**config.mk**
```make
export PLATFORM = sky130hd
export DESIGN_NAME = sbt_tap
export DESIGN_NICKNAME = d
export VERILOG_FILES = /design/src/common/sbt_pkg.sv /design/src/hdl/sbt_tap.sv
export VERILOG_INCLUDE_DIRS = /design/src /design/src/common
export SDC_FILE = /design/constraint.sdc
export NUM_CORES = 1
export LEC_CHECK = 0
export ABC_AREA = 1
export BUFFER_PORTS_ARGS = -buffer_cell sky130_fd_sc_hd__clkbuf_2
export CAP_MARGIN = 20
export CORE_MARGIN = 2
export CORE_UTILIZATION = 55
export CTS_CLUSTER_SIZE = 25
export DETAILED_ROUTE_END_ITERATION = 6
export MAX_ROUTING_LAYER = met4
export PLACE_DENSITY = 0.79
export SYNTH_ARGS = -nofsm -noshare
export SYNTH_HDL_FRONTEND = slang
export SYNTH_SLANG_ARGS = --single-unit
```
**constraint.sdc**
```tcl
create_clock -name pclk -period 3.35 [get_ports pclk]
set_clock_uncertainty 0.15 [all_clocks]
set_input_delay 0.1675 -clock pclk [delete_from_list [all_inputs] [get_ports pclk]]
set_output_delay 0.1675 -clock pclk [all_outputs]
set_load 0.05 [all_outputs]
```
**src/common/sbt_cfg.svh**
```systemverilog
`ifndef SBT_CFG_SVH
`define SBT_CFG_SVH

// Register offsets
`define SBT_OFF_CTRL     12'h000
`define SBT_OFF_STATUS   12'h004
`define SBT_OFF_DATA     12'h008

// Control fields
`define SBT_CTRL_COLLECT 0
`define SBT_CTRL_RST     1'h0

// Status fields
`define SBT_ST_STATE_LO  0
`define SBT_ST_INSTR_LO  4
`define SBT_ST_NEMPTY    8
`define SBT_ST_OVF       9
`define SBT_ST_PEND      10

// Instruction codes
`define SBT_IR_EXTEST    3'h0
`define SBT_IR_IDCODE    3'h1
`define SBT_IR_SAMPLE    3'h2
`define SBT_IR_BYPASS    3'h7
`define SBT_IR_CAPTURE   3'h1

// Widths and reset values
`define SBT_IR_W         3
`define SBT_ID_W         32
`define SBT_BND_W        109
`define SBT_WORD_W       32
`define SBT_FIFO_DEPTH   16
`define SBT_BYP_CAPTURE  1'h0

`endif

```
**src/common/sbt_pkg.sv**
```systemverilog
`include "sbt_cfg.svh"

package sbt_pkg;

   typedef enum logic [3:0] {
      SBT_TLR   = 4'hf,
      SBT_RTI   = 4'hc,
      SBT_SELDR = 4'h7,
      SBT_CAPDR = 4'h6,
      SBT_SHDR  = 4'h2,
      SBT_EX1DR = 4'h1,
      SBT_PSDR  = 4'h3,
      SBT_EX2DR = 4'h0,
      SBT_UPDR  = 4'h5,
      SBT_SELIR = 4'h4,
      SBT_CAPIR = 4'he,
      SBT_SHIR  = 4'ha,
      SBT_EX1IR = 4'h9,
      SBT_PSIR  = 4'hb,
      SBT_EX2IR = 4'h8,
      SBT_UPIR  = 4'hd
   } sbt_tap_state_type;

   typedef logic [`SBT_IR_W-1:0] sbt_instr_type;

   // Boundary ring, lowest bit leaves first
   typedef struct packed {
      logic [98:0] rest;
      logic        data_low;
      logic [6:0]  address_in;
      logic        read_data_valid_output;
      logic        termination_control_input;
   } sbt_ring_type;

   typedef struct packed {
      logic tck;
      logic tms;
      logic tdi;
   } sbt_pins_type;

endpackage : sbt_pkg

```
**src/hdl/sbt_tap.sv**
```systemverilog
// The implementer's own choices: the placing of the registers and the APB register port.
`timescale 1ns/1ns

module sbt_fifo #(
   parameter int WIDTH = 32,
   parameter int DEPTH = 16
) (
   input  wire logic             pclk,
   input  wire logic             presetn,
   input  wire logic [WIDTH-1:0] in_data,
   input  wire logic             in_valid,
   output logic                  in_ready,
   output logic [WIDTH-1:0]      out_data,
   output logic                  out_valid,
   input  wire logic             out_ready
);
   localparam int AW = $clog2(DEPTH);

   if (DEPTH < 2 || (1 << AW) != DEPTH || WIDTH < 1) begin : g_bad_size
      $error("sbt_fifo: DEPTH must be a power of two >= 2");
   end

   logic [WIDTH-1:0] mem [DEPTH];
   logic [AW:0]      wr_ptr_r;
   logic [AW:0]      rd_ptr_r;
   logic             push;
   logic             pop;

   assign in_ready  = !((wr_ptr_r[AW] != rd_ptr_r[AW]) && (wr_ptr_r[AW-1:0] == rd_ptr_r[AW-1:0]));
   assign out_valid = (wr_ptr_r != rd_ptr_r);
   assign out_data  = mem[rd_ptr_r[AW-1:0]];
   assign push      = in_valid && in_ready;
   assign pop       = out_valid && out_ready;

   always_ff @(posedge pclk) begin
      if (push) begin
         mem[wr_ptr_r[AW-1:0]] <= in_data;
      end
   end

   always_ff @(posedge pclk or negedge presetn) begin
      if (!presetn) begin
         wr_ptr_r <= '0;
         rd_ptr_r <= '0;
      end else begin
         if (push) begin
            wr_ptr_r <= wr_ptr_r + 1'b1;
         end
         if (pop) begin
            rd_ptr_r <= rd_ptr_r + 1'b1;
         end
      end
   end
endmodule : sbt_fifo

module sbt_tap
   import sbt_pkg::*;
#(
   parameter int          FIFO_DEPTH = `SBT_FIFO_DEPTH,
   parameter logic [3:0]  ID_REVISION = 4'h1,
   parameter logic [15:0] ID_PART     = 16'h0123,
   parameter logic [10:0] ID_VENDOR   = 11'h055
) (
   input  wire logic         pclk,
   input  wire logic         presetn,
   input  wire logic         psel,
   input  wire logic         penable,
   input  wire logic         pwrite,
   input  wire logic [11:0]  paddr,
   input  wire logic [31:0]  pwdata,
   output logic [31:0]       prdata,
   output logic              pready,
   output logic              pslverr,
   input  wire sbt_pins_type tap_in,
   output logic              tdo,
   output logic              tdo_oe,
   input  wire sbt_ring_type io_ring
);
   // ID_REVISION, ID_PART and ID_VENDOR defaults are arbitrary values

   if (FIFO_DEPTH < 2) begin : g_bad_depth
      $error("sbt_tap: FIFO_DEPTH too small");
   end

   localparam logic [`SBT_ID_W-1:0] ID_VALUE = {ID_REVISION, ID_PART, ID_VENDOR, 1'b1};

   function automatic logic [1:0] reg_sel(input logic [11:0] addr);
      case (addr)
         `SBT_OFF_CTRL:   reg_sel = 2'h1;
         `SBT_OFF_STATUS: reg_sel = 2'h2;
         `SBT_OFF_DATA:   reg_sel = 2'h3;
         default:         reg_sel = 2'h0;
      endcase
   endfunction : reg_sel

   function automatic sbt_tap_state_type tap_next(input sbt_tap_state_type s, input logic m);
      case (s)
         SBT_TLR:   tap_next = m ? SBT_TLR   : SBT_RTI;
         SBT_RTI:   tap_next = m ? SBT_SELDR : SBT_RTI;
         SBT_SELDR: tap_next = m ? SBT_SELIR : SBT_CAPDR;
         SBT_CAPDR: tap_next = m ? SBT_EX1DR : SBT_SHDR;
         SBT_SHDR:  tap_next = m ? SBT_EX1DR : SBT_SHDR;
         SBT_EX1DR: tap_next = m ? SBT_UPDR  : SBT_PSDR;
         SBT_PSDR:  tap_next = m ? SBT_EX2DR : SBT_PSDR;
         SBT_EX2DR: tap_next = m ? SBT_UPDR  : SBT_SHDR;
         SBT_UPDR:  tap_next = m ? SBT_SELDR : SBT_RTI;
         SBT_SELIR: tap_next = m ? SBT_TLR   : SBT_CAPIR;
         SBT_CAPIR: tap_next = m ? SBT_EX1IR : SBT_SHIR;
         SBT_SHIR:  tap_next = m ? SBT_EX1IR : SBT_SHIR;
         SBT_EX1IR: tap_next = m ? SBT_UPIR  : SBT_PSIR;
         SBT_PSIR:  tap_next = m ? SBT_EX2IR : SBT_PSIR;
         SBT_EX2IR: tap_next = m ? SBT_UPIR  : SBT_SHIR;
         SBT_UPIR:  tap_next = m ? SBT_SELDR : SBT_RTI;
         default:   tap_next = SBT_TLR;
      endcase
   endfunction : tap_next

   // Pin synchronisers
   sbt_pins_type pins_s1_r;
   sbt_pins_type pins_s2_r;
   logic         tck_prev_r;
   logic         tck_rise;
   logic         tck_fall;

   always_ff @(posedge pclk or negedge presetn) begin
      if (!presetn) begin
         pins_s1_r  <= '0;
         pins_s2_r  <= '0;
         tck_prev_r <= 1'b0;
      end else begin
         pins_s1_r  <= tap_in;
         pins_s2_r  <= pins_s1_r;
         tck_prev_r <= pins_s2_r.tck;
      end
   end

   assign tck_rise = pins_s2_r.tck && !tck_prev_r;
   assign tck_fall = !pins_s2_r.tck && tck_prev_r;

   // TAP state machine
   sbt_tap_state_type state_r;

   always_ff @(posedge pclk or negedge presetn) begin
      if (!presetn) begin
         state_r <= SBT_TLR;
      end else if (tck_rise) begin
         state_r <= tap_next(state_r, pins_s2_r.tms);
      end
   end

   // Instruction register
   sbt_instr_type ir_shift_r;
   sbt_instr_type ir_r;
   logic          sel_id;
   logic          sel_bnd;
   logic          sel_byp;

   always_ff @(posedge pclk or negedge presetn) begin
      if (!presetn) begin
         ir_shift_r <= `SBT_IR_CAPTURE;
         ir_r       <= `SBT_IR_IDCODE;
      end else if (tck_rise) begin
         case (state_r)
            SBT_TLR:   ir_r       <= `SBT_IR_IDCODE;
            SBT_CAPIR: ir_shift_r <= `SBT_IR_CAPTURE;
            SBT_SHIR:  ir_shift_r <= {pins_s2_r.tdi, ir_shift_r[`SBT_IR_W-1:1]};
            SBT_UPIR:  ir_r       <= ir_shift_r;
            default:   ir_r       <= ir_r;
         endcase
      end
   end

   assign sel_id  = (ir_r == `SBT_IR_IDCODE);
   assign sel_bnd = (ir_r == `SBT_IR_EXTEST) || (ir_r == `SBT_IR_SAMPLE);
   assign sel_byp = !sel_id && !sel_bnd;

   // Data registers
   logic                  byp_r;
   logic [`SBT_ID_W-1:0]  id_r;
   logic [`SBT_BND_W-1:0] bnd_r;

   always_ff @(posedge pclk or negedge presetn) begin
      if (!presetn) begin
         byp_r <= `SBT_BYP_CAPTURE;
         id_r  <= '0;
         bnd_r <= '0;
      end else if (tck_rise) begin
         if (state_r == SBT_CAPDR) begin
            if (sel_byp) begin
               byp_r <= `SBT_BYP_CAPTURE;
            end
            if (sel_id) begin
               id_r <= ID_VALUE;
            end
            if (sel_bnd) begin
               bnd_r <= io_ring;
            end
         end else if (state_r == SBT_SHDR) begin
            if (sel_byp) begin
               byp_r <= pins_s2_r.tdi;
            end
            if (sel_id) begin
               id_r <= {pins_s2_r.tdi, id_r[`SBT_ID_W-1:1]};
            end
            if (sel_bnd) begin
               bnd_r <= {pins_s2_r.tdi, bnd_r[`SBT_BND_W-1:1]};
            end
         end
      end
   end

   // Serial output, changes on falling test clock
   logic tdo_r;
   logic tdo_oe_r;
   logic dr_out;

   assign dr_out = sel_id ? id_r[0] : (sel_bnd ? bnd_r[0] : byp_r);

   always_ff @(posedge pclk or negedge presetn) begin
      if (!presetn) begin
         tdo_r    <= 1'b0;
         tdo_oe_r <= 1'b0;
      end else if (tck_fall) begin
         tdo_r    <= (state_r == SBT_SHIR) ? ir_shift_r[0] : dr_out;
         tdo_oe_r <= (state_r == SBT_SHIR) || (state_r == SBT_SHDR);
      end
   end

   assign tdo    = tdo_r;
   assign tdo_oe = tdo_oe_r;

   // Collector of shifted-in data words
   logic                   collect_r;
   logic [`SBT_WORD_W-1:0] word_r;
   logic [4:0]             bits_r;
   logic                   pend_r;
   logic [`SBT_WORD_W-1:0] pend_word_r;
   logic                   ovf_r;
   logic                   fifo_in_ready;
   logic [`SBT_WORD_W-1:0] fifo_out_data;
   logic                   fifo_out_valid;
   logic                   fifo_pop;
   logic                   word_done;
   logic                   ovf_clr;

   assign word_done = tck_rise && collect_r && (state_r == SBT_SHDR) && (bits_r == 5'h1f);

   always_ff @(posedge pclk or negedge presetn) begin
      if (!presetn) begin
         word_r <= '0;
         bits_r <= '0;
      end else if (tck_rise && collect_r && (state_r == SBT_SHDR)) begin
         word_r <= {pins_s2_r.tdi, word_r[`SBT_WORD_W-1:1]};
         bits_r <= bits_r + 5'h01;
      end
   end

   // Shifting goes on while the FIFO is full, so the word waits in its own slot
   always_ff @(posedge pclk or negedge presetn) begin
      if (!presetn) begin
         pend_r      <= 1'b0;
         pend_word_r <= '0;
      end else if (word_done) begin
         pend_r <= 1'b1;
         if (!pend_r || fifo_in_ready) begin
            pend_word_r <= {pins_s2_r.tdi, word_r[`SBT_WORD_W-1:1]};
         end
      end else if (fifo_in_ready) begin
         pend_r <= 1'b0;
      end
   end

   // Overflow: set wins over clear
   always_ff @(posedge pclk or negedge presetn) begin
      if (!presetn) begin
         ovf_r <= 1'b0;
      end else if (word_done && pend_r && !fifo_in_ready) begin
         ovf_r <= 1'b1;
      end else if (ovf_clr) begin
         ovf_r <= 1'b0;
      end
   end

   sbt_fifo #(
      .WIDTH (`SBT_WORD_W),
      .DEPTH (FIFO_DEPTH)
   ) u_fifo (
      .pclk      (pclk),
      .presetn   (presetn),
      .in_data   (pend_word_r),
      .in_valid  (pend_r),
      .in_ready  (fifo_in_ready),
      .out_data  (fifo_out_data),
      .out_valid (fifo_out_valid),
      .out_ready (fifo_pop)
   );

   // APB slave, zero wait states
   logic        setup;
   logic        access;
   logic [1:0]  sel;
   logic [31:0] prdata_r;
   logic        pslverr_r;
   logic [31:0] status;

   assign setup  = psel && !penable;
   assign access = psel && penable;
   assign sel    = reg_sel(paddr);

   always_comb begin
      status = '0;
      status[`SBT_ST_STATE_LO +: 4]        = state_r;
      status[`SBT_ST_INSTR_LO +: `SBT_IR_W] = ir_r;
      status[`SBT_ST_NEMPTY]               = fifo_out_valid;
      status[`SBT_ST_OVF]                  = ovf_r;
      status[`SBT_ST_PEND]                 = pend_r;
   end

   assign fifo_pop = access && !pwrite && (sel == 2'h3) && fifo_out_valid;
   assign ovf_clr  = access && pwrite && (sel == 2'h2) && pwdata[`SBT_ST_OVF];

   always_ff @(posedge pclk or negedge presetn) begin
      if (!presetn) begin
         collect_r <= `SBT_CTRL_RST;
      end else if (access && pwrite && (sel == 2'h1)) begin
         collect_r <= pwdata[`SBT_CTRL_COLLECT];
      end
   end

   always_ff @(posedge pclk or negedge presetn) begin
      if (!presetn) begin
         prdata_r  <= '0;
         pslverr_r <= 1'b0;
      end else if (setup) begin
         pslverr_r <= (sel == 2'h0) || (pwrite && (sel == 2'h3));
         case (sel)
            2'h1:    prdata_r <= {31'h0, collect_r};
            2'h2:    prdata_r <= status;
            2'h3:    prdata_r <= fifo_out_valid ? fifo_out_data : 32'h0;
            default: prdata_r <= 32'h0;
         endcase
      end
   end

   assign prdata  = prdata_r;
   assign pready  = 1'b1;
   assign pslverr = pslverr_r && access;
endmodule : sbt_tap

```
==> results.json, run 1 <==
{
  "post-route-period-util": 0.911,
  "port_buffers": 165,
  "cp.arrival_ns": 3.42,
  "post-route-worst-setup-slack_ns": 0.300,
  "critPathKind": "flip-flop to flip-flop",
  "fillers": 4061,
  "worstMarginPinSlew_ns": 1.30,
  "synth.most_common_cell": "nand2_1",
  "switching_share": 0.244,
  "vdd_drop_max_mv": 0.451,
  "clk_latency_ns": 0.63,
  "grt_pass1_vias": 23549,
  "p_sw_uw": 5570,
  "ant_nets": 0,
  "fmax_ghz": 0.328,
  "clk_pin_slew_ns": 0.07,
  "area_delta_synth_final_pct": 18.0,
  "ctsHtreeMaxLevel": 3,
  "synth_top_area_cell": "edfxtp_1",
  "cts_tree": "yes",
  "synthFlopType": "edfxtp_1",
  "synth_fa_ha_area_frac": 0.00270,
  "syn_inst": 3062,
  "detail_route.first_pass.iterations": 6,
  "dp.cells": 3885,
  "grt_max_degree": 259,
  "seqCellArea_um2": 22300,
  "grt_overflow": 0,
  "place.gp.congestion": 0.806,
  "critPathTopFamily": "buffers and inverters",
  "hold_class": "input pin to asynchronous set/reset pin",
  "syn_nets": 3230,
  "drc": 0,
  "drt-total-wl_mm": 81.0,
  "cp-start-kind": "flip-flop",
  "viasPerCell": 5.70,
  "ys_seq_area_frac": 0.687,
  "fin_crit_ns": 3.05,
  "drtIter0Drc": 2387,
  "setup_viol_count_final": 0,
  "cts.sinks": 787,
  "hpwl_mm": 41.5,
  "holdWs_ns": 0.0347,
  "synthesis.area_um2": 32400,
  "grt_usage": 0.280,
  "synth-warning-count": 0,
  "synth.area.top_cells": "edfxtp_1 (47%), dfrtp_1 (21%), nand2_1 (7.4%)",
  "path_buf_inv": 3,
  "async_reset_ff_frac": 0.349,
  "synth-seq-cells": 787,
  "cp_max_fo": 84,
  "finalNonFillerCells": 4168,
  "clockRootBuffer": "clkbuf_16",
  "rsz0062_at_grt": "false",
  "die_y_um": 247,
  "report.final.slew_viol_count": 0,
  "chipWidth_um": 247,
  "io_pins": 197,
  "clkPwrFrac": 0.396,
  "ys_types": 38,
  "die-area_um2": 60900,
  "grt_pass1_wl_mm": 128,
  "status": "finished clean",
  "synth_xor_area_frac": 0.00378,
  "antenna_found_initial": 1,
  "synth-simple-area-share": 0.164,
  "slowest_stage": "buf_4",
  "synth_common_cells": "nand2_1 (636), edfxtp_1 (512), nor2_1 (509)",
  "crit_top_cell": "nand2_1",
  "internal-power_uw": 17300,
  "setup_tns_ns": 0,
  "fp-row-count": 89,
  "slowest_delay_ns": 0.85,
  "synth_compound_area_frac": 0.0914,
  "clk_path_buf_depth": 3,
  "synth_top_area_frac": 0.474,
  "p_leak_uw": 0.0149,
  "dp_slack_ns": 0.670,
  "core_um2": 58700,
  "slew-limit-headroom": 0.136,
  "multi_input_area_um2": 8650,
  "cts_buffers": 80,
  "cp-end-kind": "flip-flop",
  "pwr_density_cell_nw_per_um2": 598,
  "final_util": 0.652,
  "p_comb_frac": 0.098,
  "synthMuxAreaShare": 0.000347,
  "synth_top_family_by_area": "simple AND/OR/NAND/NOR gates",
  "cp.required_ns": 3.72,
  "cp_cell_sequence": "inv_2 -> buf_4 -> nand3_1 -> nand3_1 -> a21oi_1 -> nor2_1 -> nand2_1 -> nand2_1 -> dlygate4sd3_1 -> nand2_1",
  "nets": 3496,
  "finalHoldViolCount": 0,
  "synth_edf_count": 512,
  "avgSynthCellArea_um2": 10.6,
  "maxCapViolCount": 0,
  "route.vias.total": 23772,
  "seq_power_share": 0.505,
  "routedWlPerCell_um": 19.4,
  "drive_gt1_frac": 0.116,
  "initial_core_util": 0.553
}
==> logic make-up (layout without fill, tap and decap cells) <==
group | after synthesis | count (layout)
DFF | 787 | 787
buffers and inverters | 410 | 742
AOI/OAI and AO/OA | 501 | 501
adders and majority gates | 7 | 7
xor gates and xnor gates | 14 | 14
muxes | 1 | 1
other | 1 | 2
and+or+nand+nor | 1341 | 1341
==> power groups by stage <==
| stage | combinational (µW) | sequential, µW | clock [µW] |
|---|---|---|---|
| finish | 2240 | 11600 | 9070 |
| global route | 2560 | 11700 | 9540 |
| CTS | 2140 | 11500 | 9130 |
| detailed placement | 2020 | 11700 | 0 |
| global placement | 1920 | 11700 | 0 |
| floorplan | 1510 | 11600 | 0 |
==> per-layer routing <==
| layer | vias up | global-route usage | wire, µm |
|---|---|---|---|
| met4 | 0 | 0.109 | 2800 |
| li1 | 10882 | - | - |
| met2 | 1194 | 0.460 | 40400 |
| met1 | 11445 | 0.349 | 31400 |
| met5 | - | - | 0 |
| met3 | 251 | 0.0469 | 6470 |
==> repair_timing <==
item	CTS	global route
gates resized for setup	0	0
buffers inserted	0	0
hold buffers	134	0
hold endpoints to repair	358	0
==> state kept, by name, summed over array words and instances, names as in the netlist, 3 cells and up <==
signal,cells
u_fifo.mem,512
bnd_r,109
id_r,32
pend_word_r,32
prdata,32
word_r,31
bits_r,5
u_fifo.rd_ptr_r,5
u_fifo.wr_ptr_r,5
state_r,4
ir_r,3
ir_shift_r,3
pins_s1_r,3
pins_s2_r,3
==> layout by cell type, fill, tap and decap left out, types with 2 or more instances in the layout <==
cell type | netlist | final
clkbuf_1 | 96 | 20
o31ai_1 | 108 | 108
dfstp_2 | 6 | 6
xnor2_1 | 3 | 3
bufinv_16 | 0 | 8
buf_4 | 8 | 49
o211ai_1 | 45 | 45
dfrtp_1 | 269 | 266
nor2_2 | 5 | 5
nand3_1 | 179 | 179
xor2_1 | 11 | 11
edfxtp_1 | 512 | 512
nand2_1 | 636 | 636
inv_6 | 0 | 6
nor3_1 | 5 | 5
dfrtp_4 | 0 | 2
nor2_4 | 0 | 18
clkinv_1 | 2 | 9
clkbuf_16 | 0 | 84
o21ai_0 | 272 | 272
nand4_1 | 2 | 2
o22ai_1 | 46 | 46
a21oi_1 | 24 | 24
clkinv_4 | 0 | 2
ha_1 | 7 | 7
inv_2 | 6 | 6
clkinv_2 | 0 | 14
clkbuf_2 | 4 | 164
inv_1 | 225 | 222
clkinvlp_4 | 0 | 5
buf_12 | 0 | 13
a31oi_1 | 2 | 2
dlygate4sd3_1 | 0 | 133
nor2_1 | 509 | 491
clkbuf_8 | 0 | 5
==> layout make-up <==
class,count,share of cell area
repair buffers,361,0.0738
flip-flops and latches,787,0.582
diodes,1,0.0000654
well taps,773,0.0253
clock buffers,109,0.0587
multi-input cells,1865,0.226
clock inverters,39,0.0110
inverters,233,0.0232
==> metrics by stage <==
step           cell area, µm²  power [µW]
2_1_floorplan           32400       13100
3_3_place_gp            34200       13600
3_5_place_dp            34200       13700
4_1_cts                 38300       22800
5_1_grt                 38300       23800
6_report                38300       22900
==> tightest hold or removal path, stage by stage <==
cell and delay [ns]:
dlygate4sd3_1 0.56, buf_8 0.16, buf_16 0.32
==> worst paths after layout <==
check	endpoint	from	slack (ns)	cells after the start
max	prdata[8]	u_fifo.rd_ptr_r[1]	0.30	10
min	bnd_r[26]	presetn	0.03	3
max reg2reg	prdata[8]	u_fifo.rd_ptr_r[1]	0.30	10
min reg2reg	pins_s2_r[2]	pins_s1_r[2]	0.20	0
max in group asynchronous	bnd_r[101]	presetn	2.48	3
min in group pclk	pins_s1_r[1]	tap_in[1]	0.04	2
Note: power is estimated with default switching activity, not from simulation.
==> run 2, diff against run 1 <==
--- a/config.mk
+++ b/config.mk
@@ -15,6 +15,8 @@
 export DETAILED_ROUTE_END_ITERATION = 6
 export MAX_ROUTING_LAYER = met4
 export PLACE_DENSITY = 0.79
+export SETUP_SLACK_MARGIN = 0.3
 export SYNTH_ARGS = -nofsm -noshare
 export SYNTH_HDL_FRONTEND = slang
+export SYNTH_HIERARCHICAL = 1
 export SYNTH_SLANG_ARGS = --single-unit
==> results.json, run 2 <==
{
  "status": "finished clean",
  "port_buffers": 165,
  "use_met2": 0.469,
  "postPlaceCellArea_um2": 34800,
  "syn_nets": 3573,
  "seqCellArea_um2": 22300,
  "async_reset_ff_frac": 0.349,
  "clk_pin_slew_ns": 0.06,
  "detail_route.first_pass.iterations": 6,
  "clockRootBuffer": "clkbuf_16",
  "drc": 0,
  "synthFlopType": "edfxtp_1",
  "die_y_um": 249,
  "grt_overflow": 0,
  "route.vias.total": 25476,
  "synthesis.area_um2": 33100,
  "clk_path_buf_depth": 3,
  "report.final.slew_viol_count": 0,
  "pwr_density_cell_nw_per_um2": 587,
  "r2r_slack_ns": 0.29,
  "area_delta_synth_final_pct": 17.4,
  "grt_pass1_vias": 25062,
  "fin_area_um2": 38900,
  "synth_common_cells": "nand2_1 (1372), edfxtp_1 (512), nor2_1 (405)",
  "dp.cells": 4214,
  "drt-total-wl_mm": 87.1,
  "initial_core_util": 0.558,
  "synth_edf_count": 512,
  "place.gp.congestion": 0.837,
  "cp.required_ns": 3.77,
  "fmax_ghz": 0.327,
  "grt_pass1_wl_mm": 135,
  "chipWidth_um": 249,
  "fp-row-count": 89,
  "grtUsageMet3": 0.0525,
  "cts.sinks": 787,
  "antenna_found_initial": 8,
  "synth_top_area_frac": 0.464,
  "multi_input_area_um2": 9720,
  "fin_crit_ns": 3.06,
  "hold_class": "input pin to flip-flop",
  "fillers": 4204,
  "post-route-period-util": 0.913,
  "maxCapViolCount": 0,
  "setup.worst_path.end": "prdata[5]",
  "vdd_drop_max_mv": 0.643,
  "synth.most_common_cell": "nand2_1",
  "ant_nets": 0,
  "ys_seq_area_frac": 0.672,
  "ys_types": 36,
  "p_leak_uw": 0.0155,
  "largest_reg_flops": 512,
  "hpwl_mm": 43.3,
  "synth-seq-cells": 787,
  "synth_top_area_cell": "edfxtp_1",
  "grt_usage": 0.286,
  "ctsHtreeMaxLevel": 3,
  "routedWlPerCell_um": 19.3,
  "avgSynthCellArea_um2": 9.73,
  "drive_gt1_frac": 0.108,
  "cts_tree": "yes",
  "dp_slack_ns": 0.542,
  "grt_max_degree": 258,
  "post-route-worst-setup-slack_ns": 0.292,
  "slew-limit-headroom": 0.165,
  "critPathKind": "flip-flop to flip-flop",
  "r2r_end": "prdata[5]",
  "rr_worst_depth": 14,
  "nets": 3831,
  "startpoint": "u_fifo/rd_ptr_r[0]",
  "finalHoldViolCount": 0,
  "cp_max_fo": 257,
  "use_met1": 0.338,
  "syn_inst": 3405,
  "clk_latency_ns": 0.64,
  "rsz0062_at_grt": "true",
  "cts_buffers": 80,
  "grt-busiest-layer": "met2",
  "core_um2": 59400,
  "final_cell_mix": "nand2_1 (1372), edfxtp_1 (512), nor2_1 (384)",
  "cp.arrival_ns": 3.48,
  "min_path_cells": 2,
  "drtIter0Drc": 2744,
  "die-area_um2": 62200,
  "finalNonFillerCells": 4511,
  "synth-warning-count": 6,
  "cp-end-kind": "flip-flop",
  "cp-start-kind": "flip-flop",
  "synth.area.top_cells": "edfxtp_1 (46%), dfrtp_1 (20%), nand2_1 (16%)",
  "setup_tns_ns": 0,
  "reg2reg_from": "u_fifo/rd_ptr_r[0]",
  "final_util": 0.655,
  "worstMarginPinSlew_ns": 1.25,
  "viasPerCell": 5.65,
  "io_pins": 197,
  "final_common_cell": "nand2_1",
  "setup_viol_count_final": 0
}
[run 2: cell types whose count changed after synthesis, sizes merged, moves of 33 or more]
| cell | change |
|---|---|
| nor2 | -107 |
| o22ai | -41 |
| inv | -122 |
| o21ai | +69 |
| clkbuf | -33 |
| nand2 | +740 |
| buf | +39 |
| o211ai | -45 |
| o31ai | -108 |
[run 2: cell families after synthesis]
group / Yosys count / synth area share
flops: 787 / 0.672
compound gates: 356 / 0.0542
buf+inv: 302 / 0.0402
xor+xnor: 8 / 0.00211
fa+ha+maj: 7 / 0.00264
simple gates: 1944 / 0.229
other cells: 1 / 0.000113
[run 2: worst max-delay path: stages, from the launching register on]
cell,delay (ns)
dfrtp_4,0.58
inv_6,0.10
buf_16,0.46
nand2_1,0.15
nand2_1,0.14
nand2_1,0.06
o21ai_1,0.11
nand2_1,0.06
nand2_1,0.12
inv_1,0.05
nand2_1,0.18
nand2_1,0.08
o21ai_0,0.22
nand2_1,0.08
nand2_1,0.06
[run 2: through the flow]
stage,power [µW],hold slack [ns]
final,22800,0.0350
after floorplan,13000,-0.278
after global placement,13500,0.0379
after detailed placement,13500,0.0346
after CTS,22600,0.0145
after global routing,23700,0.0316
[run 2: worst min-delay path by stage]
stage	from	end	slack, ns
detailed placement	presetn	bnd_r[17]	0.03
global route	tap_in[2]	pins_s1_r[2]	0.03
finish	tap_in[0]	pins_s1_r[0]	0.03
global placement	presetn	bnd_r[17]	0.04
CTS	tap_in[2]	pins_s1_r[2]	0.01
floorplan	presetn	bits_r[0]	-0.28
[run 2: report_power, final]
| part | total, µW | internal [µW] | switching, µW |
|---|---|---|---|
| Clock | 8980 | 5200 | 3780 |
| Combinational | 2320 | 899 | 1420 |
| Sequential | 11500 | 11000 | 506 |
| Total | 22800 | 17100 | 5710 |
[run 2: final cells by class]
| cell class | instances | area share |
|---|---|---|
| sequential | 787 | 0.573 |
| tap | 773 | 0.0249 |
| multi-input combinational | 2316 | 0.250 |
| inverter | 119 | 0.0117 |
| antenna | 8 | 0.000515 |
| clock buffer | 109 | 0.0576 |
| clock inverter | 40 | 0.0107 |
| timing repair buffer | 359 | 0.0722 |
[run 2: timing repair]
| action | CTS | global route |
|---|---|---|
| hold buffers | 140 | 0 |
| gates resized for setup | 0 | 8 |
| endpoints found under the hold margin | 346 | 0 |
| endpoints found under the setup margin | 0 | 9 |
| setup buffers | 0 | 0 |
[run 2: routing by layer]
metal | routed length (µm) | vias up | part of all wire
li1 | - | 11624 | -
met1 | 31600 | 12036 | 0.36
met2 | 42600 | 1432 | 0.49
met3 | 7850 | 384 | 0.090
met4 | 5070 | 0 | 0.058
met5 | 0 | - | 0
